--- src/hw/ptc_pkg.sv ---
// constants shared by the homing controller and its pulse generator
// assumes a single 40 MHz core clock and byte register offsets
// What this block does
// - shared done and abort flags, read only
// - per-channel busy monitor bit, read only
// - per-channel enable asserts CLEAR after homing
// - per-channel bit selects alternate CLEAR output
// - per-channel stop bit halts pulse output
// - leaving run mode clears those control bits
// - slow at near-point rise, stop at zero-phase
// - homing completion zeroes channel position counter
// - near point never found: stop, set abort
// - activation drop decelerates, stops, no done
package ptc_pkg;
	// ----------------------------------------
	// register offsets
	// ----------------------------------------
	localparam logic [7:0] ADDR_CTRL  = 8'h00;
	localparam logic [7:0] ADDR_CMD   = 8'h04;
	localparam logic [7:0] ADDR_STAT  = 8'h08;
	localparam logic [7:0] ADDR_RSPD  = 8'h0C;
	localparam logic [7:0] ADDR_CSPD  = 8'h10;
	localparam logic [7:0] ADDR_POS0  = 8'h20;
	// ----------------------------------------
	// field positions
	// ----------------------------------------
	localparam int CTRL_CLR_EN_LSB = 0;
	localparam int CTRL_SEL_LSB    = 4;
	localparam int CTRL_STOP_LSB   = 8;
	localparam int CMD_RUN_BIT     = 0;
	localparam int CMD_CH_LSB      = 4;
	localparam int STAT_DONE_BIT   = 0;
	localparam int STAT_ABORT_BIT  = 1;
	localparam int STAT_BUSY_LSB   = 4;
	// ----------------------------------------
	// reset values
	// ----------------------------------------
	localparam logic [11:0] CTRL_RST = 12'h000;
	localparam logic [17:0] RSPD_RST = 18'h003E8;
	localparam logic [17:0] CSPD_RST = 18'h00064;
	// ----------------------------------------
	// timing
	// ----------------------------------------
	localparam int CLK_HZ        = 40000000;
	localparam int CLK_PERIOD_NS = 25;
	localparam int DEC_TICK_NS   = 1000;
	localparam int DEC_TICK_CYC  = (DEC_TICK_NS + CLK_PERIOD_NS - 1) / CLK_PERIOD_NS;
	localparam int CLEAR_NS      = 20000;
	localparam int CLEAR_CYC     = (CLEAR_NS + CLK_PERIOD_NS - 1) / CLK_PERIOD_NS;
	localparam logic [17:0] SPD_MIN_HZ = 18'h0000A;
	// ----------------------------------------
	// homing sequence states
	// ----------------------------------------
	typedef enum logic [2:0] {
		ST_IDLE  = 3'h0,
		ST_FAST  = 3'h1,
		ST_DECEL = 3'h2,
		ST_CREEP = 3'h3,
		ST_ZSEEK = 3'h4,
		ST_CLEAR = 3'h5,
		ST_HALT  = 3'h6
	} ptc_state_t;
endpackage

--- src/hw/ptc_gen_if.sv ---
// rate link between the homing sequencer and its pulse generator
// assumes both ends share the core clock
`timescale 1ns/1ps
`default_nettype none
interface ptc_gen_if;
	logic        en;
	logic [17:0] speed;
	logic        step;
	modport ctrl (output en, output speed, input step);
	modport gen  (input en, input speed, output step);
endinterface
`default_nettype wire

--- src/hw/ptc_homing.sv ---
// homing controller: register port, input sync, sequencer, counters
// assumes sensors arrive asynchronously and run mode is on the core clock
`timescale 1ns/1ps
`default_nettype none
module ptc_homing #(
	parameter int          NUM_CH  = 4,
	parameter logic [17:0] DEC_STEP = 18'h00064
) (
	input  wire logic        i_core_clk,
	input  wire logic        i_rst,
	input  wire logic        i_ce,
	input  wire logic        i_run_mode,
	input  wire logic        i_near_point_sensor,
	input  wire logic        i_zero_phase,
	input  wire logic        i_reverse_limit,
	input  wire logic [7:0]  i_addr,
	input  wire logic [31:0] i_wdata,
	input  wire logic        i_wr,
	input  wire logic        i_rd,
	output logic      [31:0] o_rdata,
	output logic      [3:0]  o_pulse,
	output logic      [3:0]  o_busy,
	output logic      [3:0]  o_clear,
	output logic      [3:0]  o_clear_alt
);
	// ----------------------------------------
	// input synchronisers
	// ----------------------------------------
	logic [2:0] sync_a_r, sync_b_r, sync_c_r, filt_r, filt_d_r, filt_nxt;
	logic       near_rise, near_fall, zero_rise, rlim_rise;

	always_comb begin
		for (int i = 0; i < 3; i++) begin
			filt_nxt[i] = (sync_b_r[i] == sync_c_r[i]) ? sync_c_r[i] : filt_r[i];
		end
	end
	always_ff @(posedge i_core_clk or posedge i_rst) begin
		if (i_rst) begin
			sync_a_r <= 3'h0;
			sync_b_r <= 3'h0;
			sync_c_r <= 3'h0;
			filt_r   <= 3'h0;
			filt_d_r <= 3'h0;
		end else if (i_ce) begin
			sync_a_r <= {i_reverse_limit, i_zero_phase, i_near_point_sensor};
			sync_b_r <= sync_a_r;
			sync_c_r <= sync_b_r;
			filt_r   <= filt_nxt;
			filt_d_r <= filt_r;
		end
	end
	assign near_rise = filt_r[0] & ~filt_d_r[0];
	assign near_fall = ~filt_r[0] & filt_d_r[0];
	assign zero_rise = filt_r[1] & ~filt_d_r[1];
	assign rlim_rise = filt_r[2] & ~filt_d_r[2];

	// ----------------------------------------
	// registers and sequencer
	// ----------------------------------------
	ptc_gen_if gif ();
	ptc_pulse_gen u_gen (
		.i_core_clk (i_core_clk),
		.i_rst      (i_rst),
		.i_ce       (i_ce),
		.gen        (gif)
	);

	ptc_pkg::ptc_state_t st_r, st_nxt;
	logic [11:0] ctrl_r, ctrl_nxt;
	logic        run_r, run_nxt;
	logic [1:0]  ch_r, ch_nxt, act_r, act_nxt;
	logic [17:0] rspd_r, rspd_nxt, cspd_r, cspd_nxt;
	logic [17:0] spd_r, spd_nxt, creep_r, creep_nxt;
	logic [5:0]  tick_r, tick_nxt;
	logic [9:0]  clr_cnt_r, clr_cnt_nxt;
	logic        done_r, done_nxt, abort_r, abort_nxt, habt_r, habt_nxt;
	logic [31:0] rdata_nxt;
	logic [3:0]  busy_nxt, pulse_nxt, clr_nxt, clr_alt_nxt;
	logic        start, tick, zero_pos;
	logic [31:0] pos_r [NUM_CH];

	assign tick = (tick_r == 6'(ptc_pkg::DEC_TICK_CYC - 1));
	// a new command waits for the activation edge; one generator means one busy channel
	assign start = run_nxt & ~run_r & (st_r == ptc_pkg::ST_IDLE) & i_run_mode
		& (32'(ch_nxt) < 32'(NUM_CH));

	always_comb begin
		ctrl_nxt    = ctrl_r;
		run_nxt     = run_r;
		ch_nxt      = ch_r;
		rspd_nxt    = rspd_r;
		cspd_nxt    = cspd_r;
		st_nxt      = st_r;
		act_nxt     = act_r;
		spd_nxt     = spd_r;
		creep_nxt   = creep_r;
		tick_nxt    = (st_r == ptc_pkg::ST_IDLE || tick) ? 6'h00 : tick_r + 6'h01;
		clr_cnt_nxt = clr_cnt_r;
		done_nxt    = done_r;
		abort_nxt   = abort_r;
		habt_nxt    = habt_r;
		zero_pos    = 1'b0;
		if (i_wr) begin
			case (i_addr)
				ptc_pkg::ADDR_CTRL: ctrl_nxt = i_wdata[11:0];
				ptc_pkg::ADDR_CMD: begin
					run_nxt = i_wdata[ptc_pkg::CMD_RUN_BIT];
					ch_nxt  = i_wdata[ptc_pkg::CMD_CH_LSB +: 2];
				end
				ptc_pkg::ADDR_RSPD: rspd_nxt = i_wdata[17:0];
				ptc_pkg::ADDR_CSPD: cspd_nxt = i_wdata[17:0];
				default: ;
			endcase
		end
		if (!i_run_mode) begin
			ctrl_nxt = ptc_pkg::CTRL_RST;
		end
		if (!run_nxt) begin
			done_nxt = 1'b0;
		end
		case (st_r)
			ptc_pkg::ST_IDLE: begin
				if (start) begin
					// operands are latched, later changes have no effect
					st_nxt    = ptc_pkg::ST_FAST;
					act_nxt   = ch_nxt;
					spd_nxt   = rspd_r;
					creep_nxt = cspd_r;
					abort_nxt = 1'b0;
					done_nxt  = 1'b0;
				end
			end
			ptc_pkg::ST_FAST: begin
				if (near_rise) begin
					st_nxt = ptc_pkg::ST_DECEL;
				end else if (rlim_rise) begin
					st_nxt   = ptc_pkg::ST_HALT;
					habt_nxt = 1'b1;
				end
			end
			ptc_pkg::ST_DECEL: begin
				if (near_fall) begin
					st_nxt = ptc_pkg::ST_ZSEEK;
				end else if (spd_r <= creep_r) begin
					spd_nxt = creep_r;
					st_nxt  = ptc_pkg::ST_CREEP;
				end else if (tick) begin
					spd_nxt = (spd_r > creep_r + DEC_STEP) ? spd_r - DEC_STEP : creep_r;
				end
			end
			ptc_pkg::ST_CREEP: begin
				if (near_fall) begin
					st_nxt = ptc_pkg::ST_ZSEEK;
				end
			end
			ptc_pkg::ST_ZSEEK: begin
				if (zero_rise) begin
					zero_pos    = 1'b1;
					clr_cnt_nxt = 10'h000;
					if (ctrl_r[ptc_pkg::CTRL_CLR_EN_LSB + 32'(act_r)]) begin
						st_nxt = ptc_pkg::ST_CLEAR;
					end else begin
						st_nxt   = ptc_pkg::ST_IDLE;
						done_nxt = 1'b1;
					end
				end
			end
			ptc_pkg::ST_CLEAR: begin
				clr_cnt_nxt = clr_cnt_r + 10'h001;
				if (clr_cnt_r == 10'(ptc_pkg::CLEAR_CYC - 1)) begin
					st_nxt   = ptc_pkg::ST_IDLE;
					done_nxt = 1'b1;
				end
			end
			ptc_pkg::ST_HALT: begin
				if (spd_r <= ptc_pkg::SPD_MIN_HZ + DEC_STEP) begin
					st_nxt    = ptc_pkg::ST_IDLE;
					abort_nxt = habt_r;
					habt_nxt  = 1'b0;
				end else if (tick) begin
					spd_nxt = spd_r - DEC_STEP;
				end
			end
			default: st_nxt = ptc_pkg::ST_IDLE;
		endcase
		// activation drop or leaving run mode outside CLEAR: slow down, no done
		if (st_r != ptc_pkg::ST_IDLE && st_r != ptc_pkg::ST_HALT
				&& st_r != ptc_pkg::ST_CLEAR && (!run_r || !i_run_mode)) begin
			st_nxt   = ptc_pkg::ST_HALT;
			done_nxt = 1'b0;
		end
		// a completion seen while the activation is already low never counts
		if (!run_r) begin
			done_nxt = 1'b0;
		end
		if (st_r != ptc_pkg::ST_IDLE && ctrl_r[ptc_pkg::CTRL_STOP_LSB + 32'(act_r)]) begin
			st_nxt   = ptc_pkg::ST_IDLE;
			habt_nxt = 1'b0;
			done_nxt = 1'b0;
		end
	end

	assign gif.en    = (st_r != ptc_pkg::ST_IDLE) && (st_r != ptc_pkg::ST_CLEAR);
	assign gif.speed = spd_r;

	// ----------------------------------------
	// per-channel position counters
	// ----------------------------------------
	generate
		for (genvar c = 0; c < NUM_CH; c++) begin : g_pos
			logic [31:0] pos_nxt;
			logic        mine;
			assign mine = (32'(act_r) == c);
			always_comb begin
				pos_nxt = pos_r[c];
				if (mine && zero_pos) begin
					pos_nxt = 32'h00000000;
				end else if (mine && gif.step && gif.en) begin
					pos_nxt = pos_r[c] - 32'h00000001;
				end
			end
			always_ff @(posedge i_core_clk or posedge i_rst) begin
				if (i_rst) begin
					pos_r[c] <= 32'h00000000;
				end else if (i_ce) begin
					pos_r[c] <= pos_nxt;
				end
			end
		end
	endgenerate

	// ----------------------------------------
	// outputs and read data
	// ----------------------------------------
	always_comb begin
		busy_nxt    = 4'h0;
		pulse_nxt   = 4'h0;
		clr_nxt     = 4'h0;
		clr_alt_nxt = 4'h0;
		rdata_nxt   = 32'h00000000;
		if (st_nxt != ptc_pkg::ST_IDLE) begin
			busy_nxt[act_nxt] = 1'b1;
		end
		pulse_nxt[act_r] = gif.step & gif.en;
		if (st_nxt == ptc_pkg::ST_CLEAR) begin
			// alternate pin only when its select bit is set
			if (ctrl_r[ptc_pkg::CTRL_SEL_LSB + 32'(act_nxt)]) begin
				clr_alt_nxt[act_nxt] = 1'b1;
			end else begin
				clr_nxt[act_nxt] = 1'b1;
			end
		end
		if (i_rd) begin
			case (i_addr)
				ptc_pkg::ADDR_CTRL: rdata_nxt = {20'h00000, ctrl_r};
				ptc_pkg::ADDR_CMD:  rdata_nxt = {26'h0000000, ch_r, 3'h0, run_r};
				ptc_pkg::ADDR_STAT: rdata_nxt = {24'h000000, o_busy, 2'h0, abort_r, done_r};
				ptc_pkg::ADDR_RSPD: rdata_nxt = {14'h0000, rspd_r};
				ptc_pkg::ADDR_CSPD: rdata_nxt = {14'h0000, cspd_r};
				default: begin
					for (int c = 0; c < NUM_CH; c++) begin
						if (i_addr == ptc_pkg::ADDR_POS0 + 8'(c * 4)) begin
							rdata_nxt = pos_r[c];
						end
					end
				end
			endcase
		end
	end

	always_ff @(posedge i_core_clk or posedge i_rst) begin
		if (i_rst) begin
			st_r        <= ptc_pkg::ST_IDLE;
			ctrl_r      <= ptc_pkg::CTRL_RST;
			run_r       <= 1'b0;
			ch_r        <= 2'h0;
			act_r       <= 2'h0;
			rspd_r      <= ptc_pkg::RSPD_RST;
			cspd_r      <= ptc_pkg::CSPD_RST;
			spd_r       <= 18'h00000;
			creep_r     <= 18'h00000;
			tick_r      <= 6'h00;
			clr_cnt_r   <= 10'h000;
			done_r      <= 1'b0;
			abort_r     <= 1'b0;
			habt_r      <= 1'b0;
			o_rdata     <= 32'h00000000;
			o_pulse     <= 4'h0;
			o_busy      <= 4'h0;
			o_clear     <= 4'h0;
			o_clear_alt <= 4'h0;
		end else if (i_ce) begin
			st_r        <= st_nxt;
			ctrl_r      <= ctrl_nxt;
			run_r       <= run_nxt;
			ch_r        <= ch_nxt;
			act_r       <= act_nxt;
			rspd_r      <= rspd_nxt;
			cspd_r      <= cspd_nxt;
			spd_r       <= spd_nxt;
			creep_r     <= creep_nxt;
			tick_r      <= tick_nxt;
			clr_cnt_r   <= clr_cnt_nxt;
			done_r      <= done_nxt;
			abort_r     <= abort_nxt;
			habt_r      <= habt_nxt;
			o_rdata     <= rdata_nxt;
			o_pulse     <= pulse_nxt;
			o_busy      <= busy_nxt;
			o_clear     <= clr_nxt;
			o_clear_alt <= clr_alt_nxt;
		end
	end
endmodule // ptc_homing
`default_nettype wire

--- src/hw/ptc_pulse_gen.sv ---
// phase-accumulator pulse generator: one step per 1/speed seconds
// assumes speed in Hz below half the core clock
`timescale 1ns/1ps
`default_nettype none
module ptc_pulse_gen (
	input  wire logic i_core_clk,
	input  wire logic i_rst,
	input  wire logic i_ce,
	ptc_gen_if.gen    gen
);
	logic [26:0] acc_r;
	logic [26:0] acc_nxt;
	logic        step_r;
	logic        step_nxt;
	logic [26:0] sum;

	always_comb begin
		sum      = acc_r + {9'h000, gen.speed};
		acc_nxt  = sum;
		step_nxt = 1'b0;
		if (!gen.en) begin
			acc_nxt = 27'h0000000;
		end else if (sum >= 27'(ptc_pkg::CLK_HZ)) begin
			acc_nxt  = sum - 27'(ptc_pkg::CLK_HZ);
			step_nxt = 1'b1;
		end
	end

	always_ff @(posedge i_core_clk or posedge i_rst) begin
		if (i_rst) begin
			acc_r  <= 27'h0000000;
			step_r <= 1'b0;
		end else if (i_ce) begin
			acc_r  <= acc_nxt;
			step_r <= step_nxt;
		end
	end

	assign gen.step = step_r;
endmodule // ptc_pulse_gen
`default_nettype wire

--- config.mk ---
export PLATFORM = sky130hd
export DESIGN_NAME = ptc_homing
export DESIGN_NICKNAME = d
export VERILOG_FILES = /design/src/hw/ptc_pkg.sv /design/src/hw/ptc_gen_if.sv /design/src/hw/ptc_homing.sv /design/src/hw/ptc_pulse_gen.sv
export SDC_FILE = /design/constraint.sdc
export NUM_CORES = 1
export LEC_CHECK = 0
export BUFFER_PORTS_ARGS = -buffer_cell sky130_fd_sc_hd__buf_2
export CAP_MARGIN = 20
export CORE_AREA = 4 4 145 252
export CTS_CLUSTER_SIZE = 30
export DETAILED_ROUTE_END_ITERATION = 8
export DIE_AREA = 0 0 149 256
export GPL_TIMING_DRIVEN = 0
export PLACE_DENSITY_LB_ADDON = 0.05
export SYNTH_ARGS = -nofsm -noshare
export SYNTH_HDL_FRONTEND = slang
export SYNTH_HIERARCHICAL = 1
export SYNTH_SLANG_ARGS = --single-unit
--- constraint.sdc ---
create_clock -name i_core_clk -period 20.6 [get_ports i_core_clk]
set_clock_uncertainty 0.05 [all_clocks]
set_input_delay 4.12 -clock i_core_clk [delete_from_list [all_inputs] [get_ports i_core_clk]]
set_output_delay 4.12 -clock i_core_clk [all_outputs]
set_load 0.05 [all_outputs]
Word-level counts from Yosys, hierarchy flattened

Index checks and enable logic that the tools add are counted.

Add/subtract/negate cells: 12
Multipliers: 0
Divide/modulo/power cells: 0
$lt $le $gt $ge: 11
Equal/unequal tests: 37
Shifts and indexed selects: 0
Muxes and demuxes: 85
Bitwise logic cells: 14
Reductions and logical operators: 51

Operators with widths:

| kind                     | number |
|---|---|
| $mux W32                 | 13 |
| $pmux W32 S5             | 1 |
| $sub A32 B1 Y32 const B  | 4 |
| $mux W18                 | 7 |
| $mux W27                 | 2 |
| $pmux W18 S3             | 1 |
| $mux W12                 | 3 |
| $mux W3                  | 12 |
| $eq A8 B6 Y1 const B     | 4 |
| $add A27 B18 Y27         | 1 |
| $ge A27 B26 Y1 const B   | 1 |
| $sub A27 B26 Y27 const B | 1 |
| $mux W1                  | 25 |
| $pmux W3 S7              | 1 |
| $mux W4                  | 5 |
| $pmux W10 S2             | 1 |
| $logic_and A1 B1 Y1      | 19 |
| $add A18 B7 Y18 const B  | 1 |
| $gt A18 B18 Y1           | 1 |
| $le A18 B18 Y1           | 1 |
| $le A18 B7 Y1 const B    | 1 |
| $ne A3 B3 Y1 const B     | 6 |
| $sub A18 B7 Y18 const B  | 1 |
| $eq A8 B4 Y1 const B     | 2 |
| other kinds (44)         | 96 |

Register bits after elaboration: 330
Bits in latches: 0
Memory bits (writable): 0
ROM bits: 0
Input bits: 49
Output and inout bits: 48
Logic and storage cells: 242
Memories kept: 0

Longest topological paths before layout

Word-level depth: 14
Depth in mapped cells: 17
Mapped depth without buffers: 16

Modules after synthesis

Netlist, hierarchy kept.

By module, submodules not included:

| module        | instances | cells each | area each (sq um) | seq. area each (sq um) |
|---|---|---|---|---|
| ptc_homing    | 1         | 1675       | 16298.1           | 7568.5 |
| ptc_pulse_gen | 1         | 384        | 3144.3            | 700.7 |

Worst setup path after synthesis

OpenSTA, ideal clock, no wires.

Path kind: input to register
Start point: input i_ce
End point: register pos_r[61] (netlist bit)
Library setup time: 78 ps
Arrival time: 6417 ps
Required time: 20472 ps
Path slack: 14055 ps
Stages on the path: 8
Path buffers: 1
Path through: nor2b_1 > nand3_2 > a2111oi_4 > nand4b_4 > or4_1 > buf_2 > or4_1 > a21oi_1

Word-level cells in the longest chain between the ends: 1

Ends and longest elaborated chain:

| what                            | line              | source |
|---|---|---|
| from (decl)                     | ptc_homing.sv:11  | `input wire logic i_ce,` |
| $reduce_and A2 Y1 (no line)     | --                |  |
| to (signal, indexed assignment) | ptc_homing.sv:226 | `pos_r[c] <= pos_nxt;` |
| to (decl)                       | ptc_homing.sv:80  | `logic [31:0] pos_r [NUM_CH];` |

Every way passes these cells.
A chain may end at the register's enable or synchronous reset.

Final worst setup path

Start point: input i_addr[5]
End point: register spd_r[1] (netlist: gif.speed[1])

Word-level cells in the longest chain between the ends: 8

Ends and longest elaborated chain:

| what                        | line              | source |
|---|---|---|
| from (decl)                 | ptc_homing.sv:16  | `input wire logic [7:0] i_addr,` |
| $eq A8 B3 Y1                | ptc_homing.sv:104 | `case (i_addr)` |
| $mux W1                     | ptc_homing.sv:104 |  |
| $mux W1                     | ptc_homing.sv:103 | `if (i_wr) begin` |
| $and A1 B1 Y1 (3 in a row)  | ptc_homing.sv:84  | `assign start = run_nxt & ~run_r & (st_r == ptc_pkg::ST_IDLE) & i_run_mode` |
| $ne A2 B2 Y1 (no line)      | --                |  |
| $reduce_and A7 Y1 (no line) | --                |  |
| to (signal assigned)        | ptc_homing.sv:300 | `spd_r <= spd_nxt;` |
| to (decl)                   | ptc_homing.sv:73  | `logic [17:0] spd_r, spd_nxt, creep_r, creep_nxt;` |

Every way passes these cells.

==> summary.md <==
| Metric | Value |
|---|---|
| Critical Path RT | `20.96 ns` |
| Reg area | `8270 um^2` |
| Status | `complete, no violations` |
| CP max-delay cell | `or4b_2` |
| CTS Hold Bufs | `0` |
| Area Overhead vs Synth | `11.2%` |
| Max-cap violations | `0` |
| Setup TNS | `0 ns` |
| Ys async rst share | `100%` |
| Final instance area | `21600 um^2` |
| CP cell instances | `buf_2 -> nor4_1 -> and3_1 -> clkbuf_1 -> and3_1 -> o221ai_1 -> a31o_2 -> clkbuf_1 -> or4b_2 -> o221a_2` |
| Power per Cell Area | `108 nW/um^2` |
| Hold Path Depth | `2` |
| Die area | `38100 um^2` |
| First-pass GRT wire length | `101000 um` |
| Clock Power Share | `26.2%` |
| Reg power frac | `34.4%` |
| Num CTS Buffers | `34` |
| Post-CTS setup buffer count | `0` |
| Vias in the first global route | `17265` |
| Clk root buf | `clkbuf_16` |
| DP HPWL | `51900 um` |
| Total power | `2.33 mW` |
| Internal Power | `1.38 mW` |
| Register area share after synthesis | `42.5%` |
| VDD IR-drop max | `0.0000650 V` |
| Vias | `17045` |
| Syn nets | `2171` |
| Multi-input logic area | `10300 um^2` |
| Min-Delay Path Class | `flip-flop to flip-flop` |
| Clk_lat worst skew | `0.53 ns` |
| Yosys warns | `6` |
| Slew HR | `25.4%` |
| Total grt overflow | `0` |
| Share of cells above drive strength 1 | `12.8%` |
| Placer Congestion | `0.976` |
| Largest net degree at the start of global routing | `135` |
| Drt drc | `0` |
| Post-synthesis cell area | `19400 um^2` |
| Die Wd | `149 um` |
| Synthesized flop and latch total | `330` |
| Gate Count Post-Synth | `2059` |
| Cts repair resizes | `0` |
| IO buf count | `82` |
| Core area | `34500 um^2` |
| TritonCTS clock tree | `yes` |
| Flop2flop setup slack | `15.73 ns` |
| Ports | `97` |
| Final period util | `33.7%` |
| Post-DP Area | `20500 um^2` |
| Starting Density | `56.4%` |
| Final ANT Viol Nets | `0` |
| Minimum clock period | `6.95 ns` |
| Pleak | `9.60 nW` |
| Initial antenna violation count | `2` |
| Final nets | `2293` |
| GRT Total Usage | `34.5%` |
| Measured slew at the worst slew-check pin | `1.11 ns` |
| Via density | `6.39` |
| Sw frac | `40.7%` |
| Die H | `256 um` |
| Slew Limit Fails | `0` |
| Most common cell after layout, fill and taps aside | `dfrtp_1` |
| CP Max Fanout | `10` |
| Htree depth | `2` |
| Per-cell routed wire length | `25.0 um` |
| FP Rows | `90` |
| Comb power frac | `39.4%` |
| Crit path launch type | `primary input` |
| Crit path largest cell delay | `0.70 ns` |
| Clock Path Buffers | `3` |
| R2r worst-path depth | `17` |
| Cells after DPL | `2604` |
| Clk slew on worst S/H paths | `0.07 ns` |
| Most frequent cells in the layout | `dfrtp_1 (321), nor2_1 (197), nand2_1 (137)` |
| WS Path Type | `primary input to flip-flop` |
| Layout Cells excl Fill | `2667` |
| # fillers | `3021` |
| Hold WS | `0.438 ns` |
| CP Capture Type | `flip-flop` |
| TritonRoute pass-1 iters | `8` |
| Count of final setup violators | `0` |
| Hold Fails Final Rpt | `0` |
| DR iter-0 viols | `1330` |
| Post-synth EDFFs | `0` |
| Avg Inst Size Synth | `9.44 um^2` |
| Library cells used by synthesis | `104` |
| CP arrival | `7.31 ns` |
| Max frequency | `144 MHz` |
| Post-Route WL | `66700 um` |
| Switching pwr | `0.948 mW` |
| RSZ-0062 raised after global routing | `no` |
| Clock Sinks | `330` |
| Post-synth top flop | `dfrtp_1` |
[layer usage]
layer	global-route usage, %	share of wire (%)	up-vias
met3	4.29	4.3	247
met4	26.3	9.4	2
met5	0	0.021	-
li1	-	-	7773
met1	34.7	33	8426
met2	63.2	53	597
[final timing paths]
kind	startpoint	to
setup reg to reg	gif.speed[0]$_DFFE_PP0P_	u_gen/acc_r[16]$_DFFE_PP0P_
min in group asynchronous	i_rst	clr_cnt_r[1]$_DFFE_PP0P_
hold / removal	ch_r[1]$_DFFE_PP0P_	ch_r[1]$_DFFE_PP0P_
setup / recovery	i_addr[5]	gif.speed[1]$_DFFE_PP0P_
hold reg to reg	ch_r[1]$_DFFE_PP0P_	ch_r[1]$_DFFE_PP0P_
max in group asynchronous	i_rst	pos_r[116]$_DFFE_PP0P_
[critical path, delay by kind of cell]
family / cells / cell delay (ns)
AOI/OAI and AO/OA: 3 / 0.95
buffers and inverters: 3 / 0.68
and+or+nand+nor: 4 / 1.54
[cells by family after synthesis]
| group | synth area share [%] |
|---|---|
| fa+ha+maj | 4.09 |
| simple gates | 18.9 |
| compound gates | 17.9 |
| buf+inv | 4.41 |
| mux | 5.19 |
| flops | 42.5 |
| xor+xnor | 7.02 |
[metrics by stage]
step	setup slack [ns]	utilization [%]
final	13.65	62.7
after global routing	13.53	62.7
after CTS	13.57	62.7
after detailed placement	13.03	59.6
after global placement	4.79	59.3
after floorplan	8.10	-
[power groups by stage]
stage / Clock (mW) / Combinational, mW / Sequential, mW
finish: 0.611 / 0.918 / 0.802
global placement: 0 / 0.874 / 0.809
global route: 0.642 / 0.995 / 0.809
CTS: 0.620 / 0.903 / 0.800
detailed placement: 0 / 0.897 / 0.811
floorplan: 0 / 0.661 / 0.786
[sequential cells by signal, summed over array words and instances (netlist names), 3 cells and up]
name and flops:
ctrl_r 12, o_clear_alt 4, sync_a_r 3, cspd_r 18, sync_c_r 3, rspd_r 18
st_r 3, filt_d_r 3, o_clear 4, creep_r 18, o_rdata 32, o_pulse 4
filt_r 3, pos_r 128, gif.speed 18, u_gen/acc_r 27, o_busy 4, sync_b_r 3
clr_cnt_r 10, tick_r 6
[area by class of cell]
| class | count | area share (%) |
|---|---|---|
| Antenna cell | 1 | 0.0116 |
| Clock buffer | 47 | 4.58 |
| Clock inverter | 14 | 0.428 |
| Multi-Input combinational cell | 1509 | 47.7 |
| Buffer | 93 | 1.77 |
| Tap cell | 460 | 2.66 |
| Sequential cell | 330 | 38.3 |
| Inverter | 127 | 2.24 |
| Timing Repair Buffer | 86 | 2.30 |
[synth_stat cells (all sizes together) (42+ instances only)]
library cell,number,area share [%]
nor3,64,1.7
o21ai,87,2.3
a21oi,93,2.5
nor4,42,1.4
clkbuf,75,1.4
xor2,60,2.7
nor2,197,3.8
dfrtp,321,41
mux2,66,3.8
ha,62,4.0
nand2,137,2.6
nand3,67,1.8
xnor2,95,4.3
inv,127,2.5
o22ai,50,1.6
(Power assumes the default switching activity.)
